$ cat src/sciflg_pkg.sv
// Package with constants and carrier types for the serial status flag block
// Function
// - Enabling the transmitter sets both the data-empty and the complete flag.
// - The data-empty flag requests an interrupt only while its mask is one.
// - The complete flag requests an interrupt only while its mask is one.
// - Hardware sets each flag and only the normal servicing clear sequence clears it; each accepted character also rewrites noise and framing.
// - Clearing the enable lets the character being shifted finish first.
// - Only device reset stops the transmitter at once; disabling never aborts.
// - Disabling while idle hands the pin back to port use on a bit-rate tick.
// - Disabling mid-character drops any character still queued.
// - The last character's end sets complete and data-empty even when disabled.
// - A character moved into the receive register sets the data-full flag.
// - A character arriving before the last was read is lost and sets overrun.
// - Noise and framing flags describe the held character and never interrupt.
// - Idle sets once when the line, after being busy, stays high a character time.
// - The receiver has five readable flags of which three can interrupt.
package sciflg_pkg;
    localparam int unsigned DATA_W      = 8;
    localparam int unsigned IDLE_W      = 4;
    localparam logic [3:0]  IDLE_BITS   = 4'ha;  // Bit times in one character
    localparam logic [3:0]  IDLE_ZERO   = 4'h0;
    localparam logic        TX_DATA_EMPTY_FLAG_RST    = 1'b1;
    localparam logic        TC_RST      = 1'b1;
    localparam logic [7:0]  DATA_RST    = 8'h00;

    // Control bits written by software
    typedef struct packed {
        logic tx_enable;
        logic tx_empty_irq_mask;
        logic tx_complete_irq_mask;
        logic rx_irq_enable;
        logic idle_irq_enable;
    } sciflg_ctrl_t;

    // Status flags read by software
    typedef struct packed {
        logic tx_data_empty_flag;
        logic tx_complete_flag;
        logic rx_data_full_flag;
        logic rx_overrun_flag;
        logic rx_noise_flag;
        logic rx_framing_error_flag;
        logic rx_idle_flag;
    } sciflg_stat_t;

    // Character delivered by the receive shifter
    typedef struct packed {
        logic             valid;
        logic             noise;
        logic             framing;
        logic [7:0]       data;
    } sciflg_rxchar_t;
endpackage

$ cat src/sciflg_core.sv
// Status flags, clear sequence, transmit queue hand-off and interrupt merge
`timescale 1ns/10ps
`default_nettype none
module sciflg_core
    import sciflg_pkg::*;
(
    input  wire logic           REF_CLK,
    input  wire logic           RST,
    input  wire sciflg_ctrl_t   CTRL,
    input  wire logic           STATUS_RD,
    input  wire logic           TX_WR,
    input  wire logic [7:0]     TX_WDATA,
    input  wire logic           RX_RD,
    input  wire logic           BIT_TICK,
    input  wire logic           TX_SHIFT_READY,
    input  wire logic           TX_SHIFT_BUSY,
    input  wire logic           TX_SHIFT_DONE,
    input  wire sciflg_rxchar_t RX_CHAR,
    input  wire logic           RX_LINE,
    output logic                TX_SHIFT_LOAD,
    output logic [7:0]          TX_SHIFT_DATA,
    output logic                TX_PIN_OWN,
    output logic [7:0]          RX_DATA,
    output sciflg_stat_t        STATUS,
    output logic                IRQ
);
    // Sticky flag update; a set in the same cycle beats the clear
    function automatic logic upd(input logic q, input logic set, input logic clr);
        upd = set | (q & ~clr);
    endfunction

    sciflg_stat_t       st_q, st_d;
    sciflg_stat_t       arm_q, arm_d;
    logic [7:0]         txd_q, txd_d;
    logic [7:0]         rxd_q, rxd_d;
    logic               te_q, te_d;
    logic               own_q, own_d;
    logic               irq_q, irq_d;
    logic               busy_q, busy_d;
    logic [IDLE_W-1:0]  icnt_q, icnt_d;
    logic               ln1_q, ln2_q;
    logic               load;
    logic               clr_tx, clr_rx;

    // Hand the queued character to the shifter while enabled
    assign load          = CTRL.tx_enable & ~st_q.tx_data_empty_flag & TX_SHIFT_READY;
    assign TX_SHIFT_LOAD = load;
    assign TX_SHIFT_DATA = txd_q;
    assign TX_PIN_OWN    = own_q;
    assign RX_DATA       = rxd_q;
    assign STATUS        = st_q;
    assign IRQ           = irq_q;

    // Servicing accesses finish a clear sequence armed by a status read
    assign clr_tx = TX_WR;
    assign clr_rx = RX_RD;

    // Next state of the flags, queue, pin ownership and idle detector
    always_comb begin
        logic en_rise;
        logic drop;
        logic rx_new;
        logic ovr;
        en_rise = CTRL.tx_enable & ~te_q;
        drop    = ~CTRL.tx_enable & ~st_q.tx_data_empty_flag;
        rx_new  = RX_CHAR.valid;
        ovr     = rx_new & st_q.rx_data_full_flag & ~(clr_rx & arm_q.rx_data_full_flag);
        te_d    = CTRL.tx_enable;
        txd_d   = txd_q;
        rxd_d   = rxd_q;
        st_d    = st_q;
        arm_d   = arm_q;
        own_d   = own_q;
        busy_d  = busy_q;
        icnt_d  = icnt_q;
        // A status read arms clearing of whichever flags it saw set
        if (STATUS_RD) begin
            arm_d = st_q;
        end
        if (TX_WR) begin
            txd_d = TX_WDATA;
        end
        // Transmit data-empty flag
        st_d.tx_data_empty_flag = upd(st_q.tx_data_empty_flag,
            en_rise | load | (drop & ~TX_SHIFT_BUSY) | (TX_SHIFT_DONE & drop),
            clr_tx & arm_q.tx_data_empty_flag);
        // Transmit complete flag; the end of the last character sets it
        st_d.tx_complete_flag = upd(st_q.tx_complete_flag,
            en_rise | (TX_SHIFT_DONE & (st_q.tx_data_empty_flag | drop))
                | (drop & ~TX_SHIFT_BUSY),
            clr_tx & arm_q.tx_complete_flag);
        // Receive register accepts a character only when the last was read
        if (rx_new && !ovr) begin
            rxd_d = RX_CHAR.data;
            st_d.rx_noise_flag = RX_CHAR.noise;
            st_d.rx_framing_error_flag = RX_CHAR.framing;
        end else if (clr_rx) begin
            st_d.rx_noise_flag = st_q.rx_noise_flag & ~arm_q.rx_noise_flag;
            st_d.rx_framing_error_flag =
                st_q.rx_framing_error_flag & ~arm_q.rx_framing_error_flag;
        end
        st_d.rx_data_full_flag = upd(st_q.rx_data_full_flag, rx_new & ~ovr,
            clr_rx & arm_q.rx_data_full_flag);
        st_d.rx_overrun_flag = upd(st_q.rx_overrun_flag, ovr,
            clr_rx & arm_q.rx_overrun_flag);
        // Idle line: counts high bit times after the line was busy
        if (!ln2_q) begin
            busy_d = 1'b1;
            icnt_d = IDLE_ZERO;
        end else if (BIT_TICK && busy_q) begin
            icnt_d = icnt_q + 4'h1;
            if (icnt_q + 4'h1 == IDLE_BITS) begin
                busy_d = 1'b0;
                icnt_d = IDLE_ZERO;
            end
        end
        st_d.rx_idle_flag = upd(st_q.rx_idle_flag,
            ln2_q & BIT_TICK & busy_q & (icnt_q + 4'h1 == IDLE_BITS),
            clr_rx & arm_q.rx_idle_flag);
        // Pin ownership follows enable or an active shifter on a bit tick
        if (BIT_TICK) begin
            own_d = CTRL.tx_enable | TX_SHIFT_BUSY | load;
        end
        // Single merged request; noise and framing never contribute
        irq_d = (CTRL.tx_empty_irq_mask & st_q.tx_data_empty_flag)
              | (CTRL.tx_complete_irq_mask & st_q.tx_complete_flag)
              | (CTRL.rx_irq_enable & (st_q.rx_data_full_flag | st_q.rx_overrun_flag))
              | (CTRL.idle_irq_enable & st_q.rx_idle_flag);
    end

    // Registers; device reset stops everything at once
    always_ff @(posedge REF_CLK or posedge RST) begin
        if (RST) begin
            st_q   <= '{TX_DATA_EMPTY_FLAG_RST, TC_RST, 1'b0, 1'b0, 1'b0, 1'b0, 1'b0};
            arm_q  <= '0;
            txd_q  <= DATA_RST;
            rxd_q  <= DATA_RST;
            te_q   <= 1'b0;
            own_q  <= 1'b0;
            irq_q  <= 1'b0;
            busy_q <= 1'b0;
            icnt_q <= IDLE_ZERO;
        end else begin
            st_q   <= st_d;
            arm_q  <= arm_d;
            txd_q  <= txd_d;
            rxd_q  <= rxd_d;
            te_q   <= te_d;
            own_q  <= own_d;
            irq_q  <= irq_d;
            busy_q <= busy_d;
            icnt_q <= icnt_d;
        end
    end

    // Two-flop synchroniser for the receive pin
    always_ff @(posedge REF_CLK or posedge RST) begin
        if (RST) begin
            ln1_q <= 1'b1;
            ln2_q <= 1'b1;
        end else begin
            ln1_q <= RX_LINE;
            ln2_q <= ln1_q;
        end
    end

    // Checks
    enable_sets_a: assert property (@(posedge REF_CLK) disable iff (RST)
        CTRL.tx_enable && !te_q |=> st_q.tx_data_empty_flag && st_q.tx_complete_flag)
        else $error("enable did not set transmit flags");
    tx_data_empty_flag_irq_a: assert property (@(posedge REF_CLK) disable iff (RST)
        CTRL.tx_empty_irq_mask && st_q.tx_data_empty_flag |=> IRQ)
        else $error("empty flag request missing");
    tc_irq_a: assert property (@(posedge REF_CLK) disable iff (RST)
        CTRL.tx_complete_irq_mask && st_q.tx_complete_flag |=> IRQ)
        else $error("complete flag request missing");
    no_false_irq_a: assert property (@(posedge REF_CLK) disable iff (RST)
        !CTRL.tx_empty_irq_mask && !CTRL.tx_complete_irq_mask && !CTRL.rx_irq_enable
        && !CTRL.idle_irq_enable |=> !IRQ)
        else $error("request with all enables off");
    clear_needs_arm_a: assert property (@(posedge REF_CLK) disable iff (RST)
        st_q.rx_data_full_flag && !arm_q.rx_data_full_flag |=> st_q.rx_data_full_flag)
        else $error("data-full cleared without status read");
    rx_full_set_a: assert property (@(posedge REF_CLK) disable iff (RST)
        RX_CHAR.valid && !st_q.rx_data_full_flag
        |=> st_q.rx_data_full_flag && RX_DATA == $past(RX_CHAR.data))
        else $error("received character not held");
    overrun_keep_a: assert property (@(posedge REF_CLK) disable iff (RST)
        RX_CHAR.valid && st_q.rx_data_full_flag && !RX_RD
        |=> st_q.rx_overrun_flag && $stable(RX_DATA))
        else $error("overrun handling wrong");
    done_disabled_a: assert property (@(posedge REF_CLK) disable iff (RST)
        TX_SHIFT_DONE && !CTRL.tx_enable
        |=> st_q.tx_complete_flag && st_q.tx_data_empty_flag)
        else $error("last character did not set flags");
    no_load_off_a: assert property (@(posedge REF_CLK) disable iff (RST)
        !CTRL.tx_enable |-> !TX_SHIFT_LOAD)
        else $error("queued character sent after disable");
    pin_kept_a: assert property (@(posedge REF_CLK) disable iff (RST)
        TX_SHIFT_BUSY && own_q |=> own_q)
        else $error("pin released during character");
    idle_once_a: assert property (@(posedge REF_CLK) disable iff (RST)
        !busy_q && ln2_q |=> !$rose(st_q.rx_idle_flag))
        else $error("idle flagged without prior busy line");
    tick_own_a: assert property (@(posedge REF_CLK) disable iff (RST)
        !BIT_TICK |=> $stable(own_q))
        else $error("pin ownership moved off a tick");

    cov_overrun_c: cover property (@(posedge REF_CLK) disable iff (RST)
        $rose(st_q.rx_overrun_flag));
    cov_idle_c: cover property (@(posedge REF_CLK) disable iff (RST)
        $rose(st_q.rx_idle_flag));
    cov_disable_busy_c: cover property (@(posedge REF_CLK) disable iff (RST)
        TX_SHIFT_DONE && !CTRL.tx_enable);
    cov_irq_c: cover property (@(posedge REF_CLK) disable iff (RST) $rose(IRQ));
endmodule
`default_nettype wire

$ cat config.mk
export PLATFORM = sky130hd
export DESIGN_NAME = sciflg_core
export DESIGN_NICKNAME = d
export VERILOG_FILES = /design/src/sciflg_pkg.sv /design/src/sciflg_core.sv
export SDC_FILE = /design/constraint.sdc
export NUM_CORES = 1
export LEC_CHECK = 0
export BUFFER_PORTS_ARGS = -buffer_cell sky130_fd_sc_hd__clkbuf_2
export CAP_MARGIN = 20
export CORE_UTILIZATION = 49
export CTS_CLUSTER_DIAMETER = 120
export DETAILED_ROUTE_END_ITERATION = 8
export GPL_TIMING_DRIVEN = 1
export PLACE_DENSITY = 0.79
export SYNTH_ARGS = -nofsm -noshare
export SYNTH_HDL_FRONTEND = slang
export SYNTH_SLANG_ARGS = --single-unit
$ cat constraint.sdc
create_clock -name REF_CLK -period 1.4 [get_ports REF_CLK]
set_input_delay 0.42 -clock REF_CLK [delete_from_list [all_inputs] [get_ports REF_CLK]]
set_output_delay 0.42 -clock REF_CLK [all_outputs]
set_load 0.01 [all_outputs]
After elaboration in Yosys (flattened, before gate mapping)
Cells that the tools add are included.
- add/subtract/negate cells: 1
- equality and inequality tests: 3
- muxes and demuxes: 8
- bitwise operators: 58
- reduce and logical (&&, ||, !) cells: 5
- operators by type and width (cell ; count):
    bitwise AND 1 bit ; 29
    OR 1 bit ; 17
    2-to-1 mux 4 bit ; 3
    NOT 1 bit ; 12
    adder 4 x 1 -> 4 bit, second input constant ; 1
    equality test 4 bit, second input constant ; 1
    2-to-1 mux 2 bit ; 2
    != test 2 x 1 -> 1 bit, second input constant ; 2
    2-to-1 mux 1 bit ; 3
    logical AND 1 bit ; 2
    AND reduction 2 bit ; 1
    nonzero test 2 bit ; 1
    zero test 1 bit ; 1
- flip-flop bits (word level): 40
- output and inout bits: 26

Depth between registers and ports, before layout
Gate-level depths: netlist of the first run.
- depth in word-level cells: 7
- mapped depth: 6
- depth with buffers taken out: 6

Least setup slack after synthesis of the first run
Ideal clock, no wire load.
- path type: reg2reg
- start: register icnt_q[0]
- end: register icnt_q[1]
- data arrival time: 1.196 ns
- required time: 1.296 ns
- setup slack: 0.101 ns
- stages on the path, launching flop included: 6
- buffers on the path: 0
- period minus slack after synthesis: 1.299 ns
- cells stage by stage: dfrtp_1 -> ha_1 -> nor2b_1 -> nand3b_1 -> o21ai_2 -> o41ai_2
- longest elaborated chain between the ends: 5
- RTL lines (what ; line ; text):
    start, declared ; sciflg_core.sv:40 ; logic [IDLE_W-1:0] icnt_q, icnt_d;
    start signal, assigned ; sciflg_core.sv:152 ; icnt_q <= icnt_d;
    adder 4 x 1 -> 4 bit (*) ; sciflg_core.sv:111, sciflg_core.sv:112 ;
    equality test 4 bit ; sciflg_core.sv:112 ; if (icnt_q + 4'h1 == IDLE_BITS) begin
    2-to-1 mux 4 bit (*) ; sciflg_core.sv:112 ;
    2-to-1 mux 4 bit (*) ; sciflg_core.sv:110 ; end else if (BIT_TICK && busy_q) begin
    2-to-1 mux 4 bit (*) ; sciflg_core.sv:107 ; if (!ln2_q) begin
Mark *: on every way between the ends. The rest lies on a longest branch, timed or not. The select of a mux whose other input is x is not followed.
A chain may end at the register's enable or synchronous reset.

Final worst setup path of the first run
- start: register st_q (netlist bit STATUS[6])
- end: output port TX_SHIFT_LOAD
- longest elaborated chain between the ends: 3
- RTL lines (what ; line ; text):
    start, declared ; sciflg_core.sv:32 ; sciflg_stat_t st_q, st_d;
    start signal, assigned ; sciflg_core.sv:134 ; st_q <= '{TX_DATA_EMPTY_FLAG_RST, TC_RST, 1'b0, 1'b0, 1'b0, 1'b0, 1'b0};
    start signal, assigned ; sciflg_core.sv:144 ; st_q <= st_d;
    NOT 1 bit ; sciflg_core.sv:46 ; assign load = CTRL.tx_enable & ~st_q.tx_data_empty_flag & TX_SHIFT_READY;
    bitwise AND 1 bit (2 in series) ; sciflg_core.sv:46 ;
    end, declared ; sciflg_core.sv:20 ; output logic TX_SHIFT_LOAD,
Every way passes these cells.

==> impl_metrics.yaml, run 1 <==
floorplanning:
  coreArea_um2: 3340
  die_y_um: 61.0
  die_area_um2: 3710
  initial_core_util: 0.510
  dieWidth_um: 61.0
  row_count: 21
  io_pins: 60
global_routing:
  track_usage: 0.191
  first_global_vias: 1212
  grt-ovfl-total: 0
  grt_max_degree: 41
  antenna_found_initial: 0
  grt_pass1_wl_um: 5020
sta:
  hold_ws_ns: 0.0744
  slew_violations: 0
  tns_ns: -0.137
  setup_violations: 3
  slew_headroom: 0.798
  min_period_ns: 1.47
  period_share: 1.05
  clock_skew_ns: 0.0114
  max_freq_ghz: 0.680
  tightest_slew_ns: 0.304
  rsz0062_at_grt: "yes"
  worst_slack_ns: -0.0715
  hold_viol_final: 0
clocking:
  path_clk_slew_ns: 0.12
  clock_latency_ns: 0.35
  cts_buffers: 5
  cts-root-buf: "clkbuf_4"
  h-tree-depth: 2
  cts_hold_buf: 0
  cts_tree: "built"
  cts_buffer_depth: 2
  clkSinkCount: 40
logic_synthesis:
  netlist_top_cells_area: "dfrtp_1 (53%), mux2_2 (11%), dfstp_2 (6.2%)"
  synth_top_area_share: 0.529
  ys_ff_latch: 40
  synthCells: 132
  yosysTopAreaCell: "dfrtp_1"
  synth_seq_area_share: 0.591
  syn_area_per_cell_um2: 12.9
  syn_area_um2: 1700
  syn-num-nets: 168
  synth_warnings: 0
  yosysUniqueCellTypes: 33
layout:
  n_antenna_cell: 0
  final_cell_mix: "clkbuf_2 (56), dfrtp_1 (36), mux2_2 (16)"
  fin_cells: 252
  finish.instance_area_um2: 2230
  fin_nets: 241
  drive_gt1_frac: 0.544
  num-fill-cells: 269
  mostFrequentLayoutCell: "clkbuf_2"
  area_growth_pct: 30.9
power_and_ir_drop:
  p_leak_nw: 1.11
  irDropWorstVdd_v: 0.000640
  p_per_area_nw_per_um2: 1240
route:
  drt_wl_total_um: 3360
  first_iter_violations: 25
  wl_per_cell_um: 13.3
  drt_pass1_iterations: 4
  vias: 1258
  viasPerCell: 4.99
  ant_nets: 0
  drc_errors: 0
place:
  placed_cells_incl_taps: 240
  placed_cell_area_um2: 2090
  io_buffer_count: 59
  dp_hpwl_um: 2590
  place.gp.congestion: 0.721
  place_ws_ns: -0.00665
job:
  cap_violations: 0
min_path:
  hold_class: "primary input to asynchronous set/reset pin"
outcome:
  status: "complete, but fails checks"
  violations: "negative setup slack"
critical_path:
  crit_type: "register to primary output"
  cp.arrival_ns: 1.05
  cp_max_fo: 3
  cp-start-kind: "register"
  end_kind: "primary output"
  cp.required_ns: 0.98
-- metrics by stage --
| stage | utilization | total power, mW |
|---|---|---|
| 2_1_floorplan | - | 1.76 |
| 3_3_place_gp | 0.627 | 1.98 |
| 3_5_place_dp | 0.627 | 2.01 |
| 4_1_cts | 0.656 | 2.76 |
| 5_1_grt | 0.668 | 2.91 |
| 6_report | 0.668 | 2.75 |
-- report_power, final --
part           internal (mW)  switching [mW]
clock                  0.374           0.359
sequential              1.32           0.103
combinational          0.332           0.262
-- worst max-delay path: stages (launching register included) --
cell and delay (ns):
dfstp_2 0.56, nor2_1 0.04, clkbuf_2 0.11
-- repair_timing --
| action | 4_1_cts | 5_1_grt |
|---|---|---|
| buffers inserted | 2 | 2 |
| setup endpoints to repair | 6 | 8 |
| pin swaps | 1 | 3 |
| resized for setup | 2 | 10 |
-- Yosys cell counts (all sizes together) --
cell type	count
dfrtp	36
mux2	23
nand2	13
nand3	8
inv	7
nor2	7
o21ai	7
dfstp	4
nand2b	3
xor2	3
a21boi	2
buf	2
ha	2
o22ai	2
a21oi	1
a222oi	1
a22o	1
a311oi	1
a41o	1
clkbuf	1
nand3b	1
nor2b	1
nor3b	1
nor4b	1
o22a	1
o41ai	1
or2	1
-- path summary, 6_finish.rpt --
kind / from / endpoint / slack, ns / cells after the start
setup / recovery: STATUS[6] / TX_SHIFT_LOAD / -0.07 / 2
hold / removal: RST / arm_q[4] / 0.07 / 3
setup reg to reg: icnt_q[1] / icnt_q[1] / 0.03 / 6
hold reg to reg: ln1_q / ln2_q / 0.36 / 0
max in group asynchronous: RST / ln2_q / 1.06 / 3
min in group REF_CLK: RX_LINE / ln1_q / 0.15 / 1
-- flip-flops by register name, indices dropped and copies added, names as in the netlist --
signal / count
icnt_q: 4
STATUS: 7
TX_SHIFT_DATA: 8
te_q: 1
ln1_q: 1
ln2_q: 1
IRQ: 1
busy_q: 1
arm_q: 7
TX_PIN_OWN: 1
RX_DATA: 8
-- metal layers --
metal  wire length (µm)  vias up  global-route usage  share of wire
li1                   -      607                   -              -
met1               1360      601               0.224           0.40
met2               1770       44               0.325           0.53
met5                  0        -                   0              0
met3                190        6              0.0597          0.056
met4                 48        0              0.0812          0.014
-- layout make-up --
cell class                      instances  area, µm²  share of cell area
Inverter                                7       26.3              0.0118
Clock inverter                          2       35.0              0.0157
Multi-Input combinational cell         82        667               0.299
Sequential cell                        40       1010               0.451
Timing Repair Buffer                   69        395               0.177
Clock buffer                            6       41.3              0.0185
Tap cell                               46       57.6              0.0258
-- logic make-up (layout without fill, tap and decap cells) --
family,after synthesis,in the layout,share of synthesized area
adders and majority gates,2,2,0.0147
AOI/OAI and AO/OA,18,18,0.0808
and+or+nand+nor,36,36,0.106
buffers and inverters,10,84,0.0272
DFF,40,40,0.591
xor gates and xnor gates,3,3,0.0154
muxes,23,23,0.165
Note: power is estimated with default switching activity, not from simulation.
==> inputs of run 2 (changes only) <==
--- a/config.mk
+++ b/config.mk
@@ -11,6 +11,7 @@
 export CTS_CLUSTER_DIAMETER = 120
 export DETAILED_ROUTE_END_ITERATION = 8
 export GPL_TIMING_DRIVEN = 1
+export HOLD_SLACK_MARGIN = 0.1
 export PLACE_DENSITY = 0.79
 export SYNTH_ARGS = -nofsm -noshare
 export SYNTH_HDL_FRONTEND = slang
==> run 2 against run 1 <==
Against the previous run:
- the flow still finishes with violations (negative setup slack)
- register-to-register slack about the same
- largest power group unchanged
- die area unchanged
- wire length up 1.4%
==> impl_metrics.yaml, run 2 (synthesis gave the netlist of run 1 again) <==
route:
  drt_wl_total_um: 3410
  viasPerCell: 5.00
  vias: 1264
  drc_errors: 0
  first_iter_violations: 46
  ant_nets: 0
  drt_pass1_iterations: 4
  wl_per_cell_um: 13.5
power_and_ir_drop:
  p_leak_nw: 1.12
  p_per_area_nw_per_um2: 1230
  irDropWorstVdd_v: 0.000643
critical_path:
  end_kind: "primary output"
  cp-start-kind: "register"
  cp.arrival_ns: 1.05
  cp.required_ns: 0.98
  cp_max_fo: 3
  crit_type: "register to primary output"
sta:
  rsz0062_at_grt: "yes"
  tns_ns: -0.143
  setup_violations: 3
  min_period_ns: 1.47
  worst_slack_ns: -0.0720
  clock_skew_ns: 0.0122
  tightest_slew_ns: 0.304
  max_freq_ghz: 0.679
  period_share: 1.05
  hold_ws_ns: 0.153
  slew_headroom: 0.798
  slew_violations: 0
  hold_viol_final: 0
global_routing:
  top_usage_layer: "met2"
  grt-ovfl-total: 0
  grt_max_degree: 41
  antenna_found_initial: 0
  met1_usage: 0.230
  met2_usage: 0.327
  track_usage: 0.193
  first_global_vias: 1210
  grt_pass1_wl_um: 5070
  use_met3: 0.0597
clocking:
  clock_latency_ns: 0.35
  cts_buffer_depth: 2
  cts_buffers: 5
  path_clk_slew_ns: 0.11
  h-tree-depth: 2
  clkSinkCount: 40
  cts-root-buf: "clkbuf_4"
  cts_tree: "built"
layout:
  n_antenna_cell: 0
  drive_gt1_frac: 0.541
  area_growth_pct: 31.4
  final_core_util: 0.671
  fin_nets: 242
  final_cell_mix: "clkbuf_2 (56), dfrtp_1 (36), mux2_2 (16)"
  fin_cells: 253
  mostFrequentLayoutCell: "clkbuf_2"
floorplanning:
  io_pins: 60
  coreArea_um2: 3340
  die_area_um2: 3710
  row_count: 21
  die_y_um: 61.0
  dieWidth_um: 61.0
  initial_core_util: 0.510
place:
  io_buffer_count: 59
  dp_hpwl_um: 2590
  placed_cells_incl_taps: 240
  place.gp.congestion: 0.721
min_path:
  hold_class: "primary input to register"
job:
  cap_violations: 0
outcome:
  status: "complete, but fails checks"
  violations: "negative setup slack"
-- run 2: cell types whose count changed in the layout (fill, tap and decap cells not counted), sizes merged --
| cell | before | now |
|---|---|---|
| dlygate4sd3 | 0 | 1 |
-- run 2: area by class of cell --
| cell class | count | area, µm² |
|---|---|---|
| inverter | 7 | 26.3 |
| tap | 46 | 57.6 |
| clock inverter | 2 | 35.0 |
| timing repair buffer | 70 | 405 |
| fill | 268 | 1100 |
| multi-input combinational | 82 | 667 |
| clock buffer | 6 | 41.3 |
| sequential | 40 | 1010 |
-- run 2: path summary, 6_finish.rpt --
path,start,endpoint,slack (ns),cells after the start
min in group asynchronous,RST,RX_DATA[3],0.65,4
setup reg to reg,icnt_q[1],icnt_q[1],0.03,6
hold reg to reg,ln1_q,ln2_q,0.36,0
max in group asynchronous,RST,ln2_q,0.48,4
setup / recovery,STATUS[6],TX_SHIFT_LOAD,-0.07,2
hold / removal,RX_LINE,ln1_q,0.15,1
-- run 2: what timing repair did --
item                                   CTS  global route
hold buffers                             1             0
pin swaps                                1             3
endpoints found under the hold margin   36             0
setup endpoints to repair                6             8
setup buffers                            2             2
gates resized for setup                  2            10
-- run 2: power breakdown --
| part | total (mW) | internal (mW) | switching, mW |
|---|---|---|---|
| clock | 0.738 | 0.375 | 0.364 |
| combinational | 0.597 | 0.334 | 0.263 |
| sequential | 1.43 | 1.32 | 0.103 |
| total | 2.76 | 2.03 | 0.730 |
-- run 2: metrics by stage --
stage	setup WS (ns)	power [mW]	cell area, µm²
2_1_floorplan	0.0690	1.76	1700
3_3_place_gp	0.0389	1.98	2090
3_5_place_dp	-0.00665	2.01	2090
4_1_cts	-0.0892	2.76	2200
5_1_grt	-0.152	2.91	2240
6_report	-0.0720	2.76	2240
-- run 2: critical path, cell delays in order, from the launching register on --
cell,delay (ns)
dfstp_2,0.56
nor2_1,0.04
clkbuf_2,0.11
-- run 2: per-layer routing --
metal  vias up  part of all wire
met5         -                 0
met4         0             0.014
met3         6             0.056
met2        46              0.53
met1       605              0.40
li1        607                 -
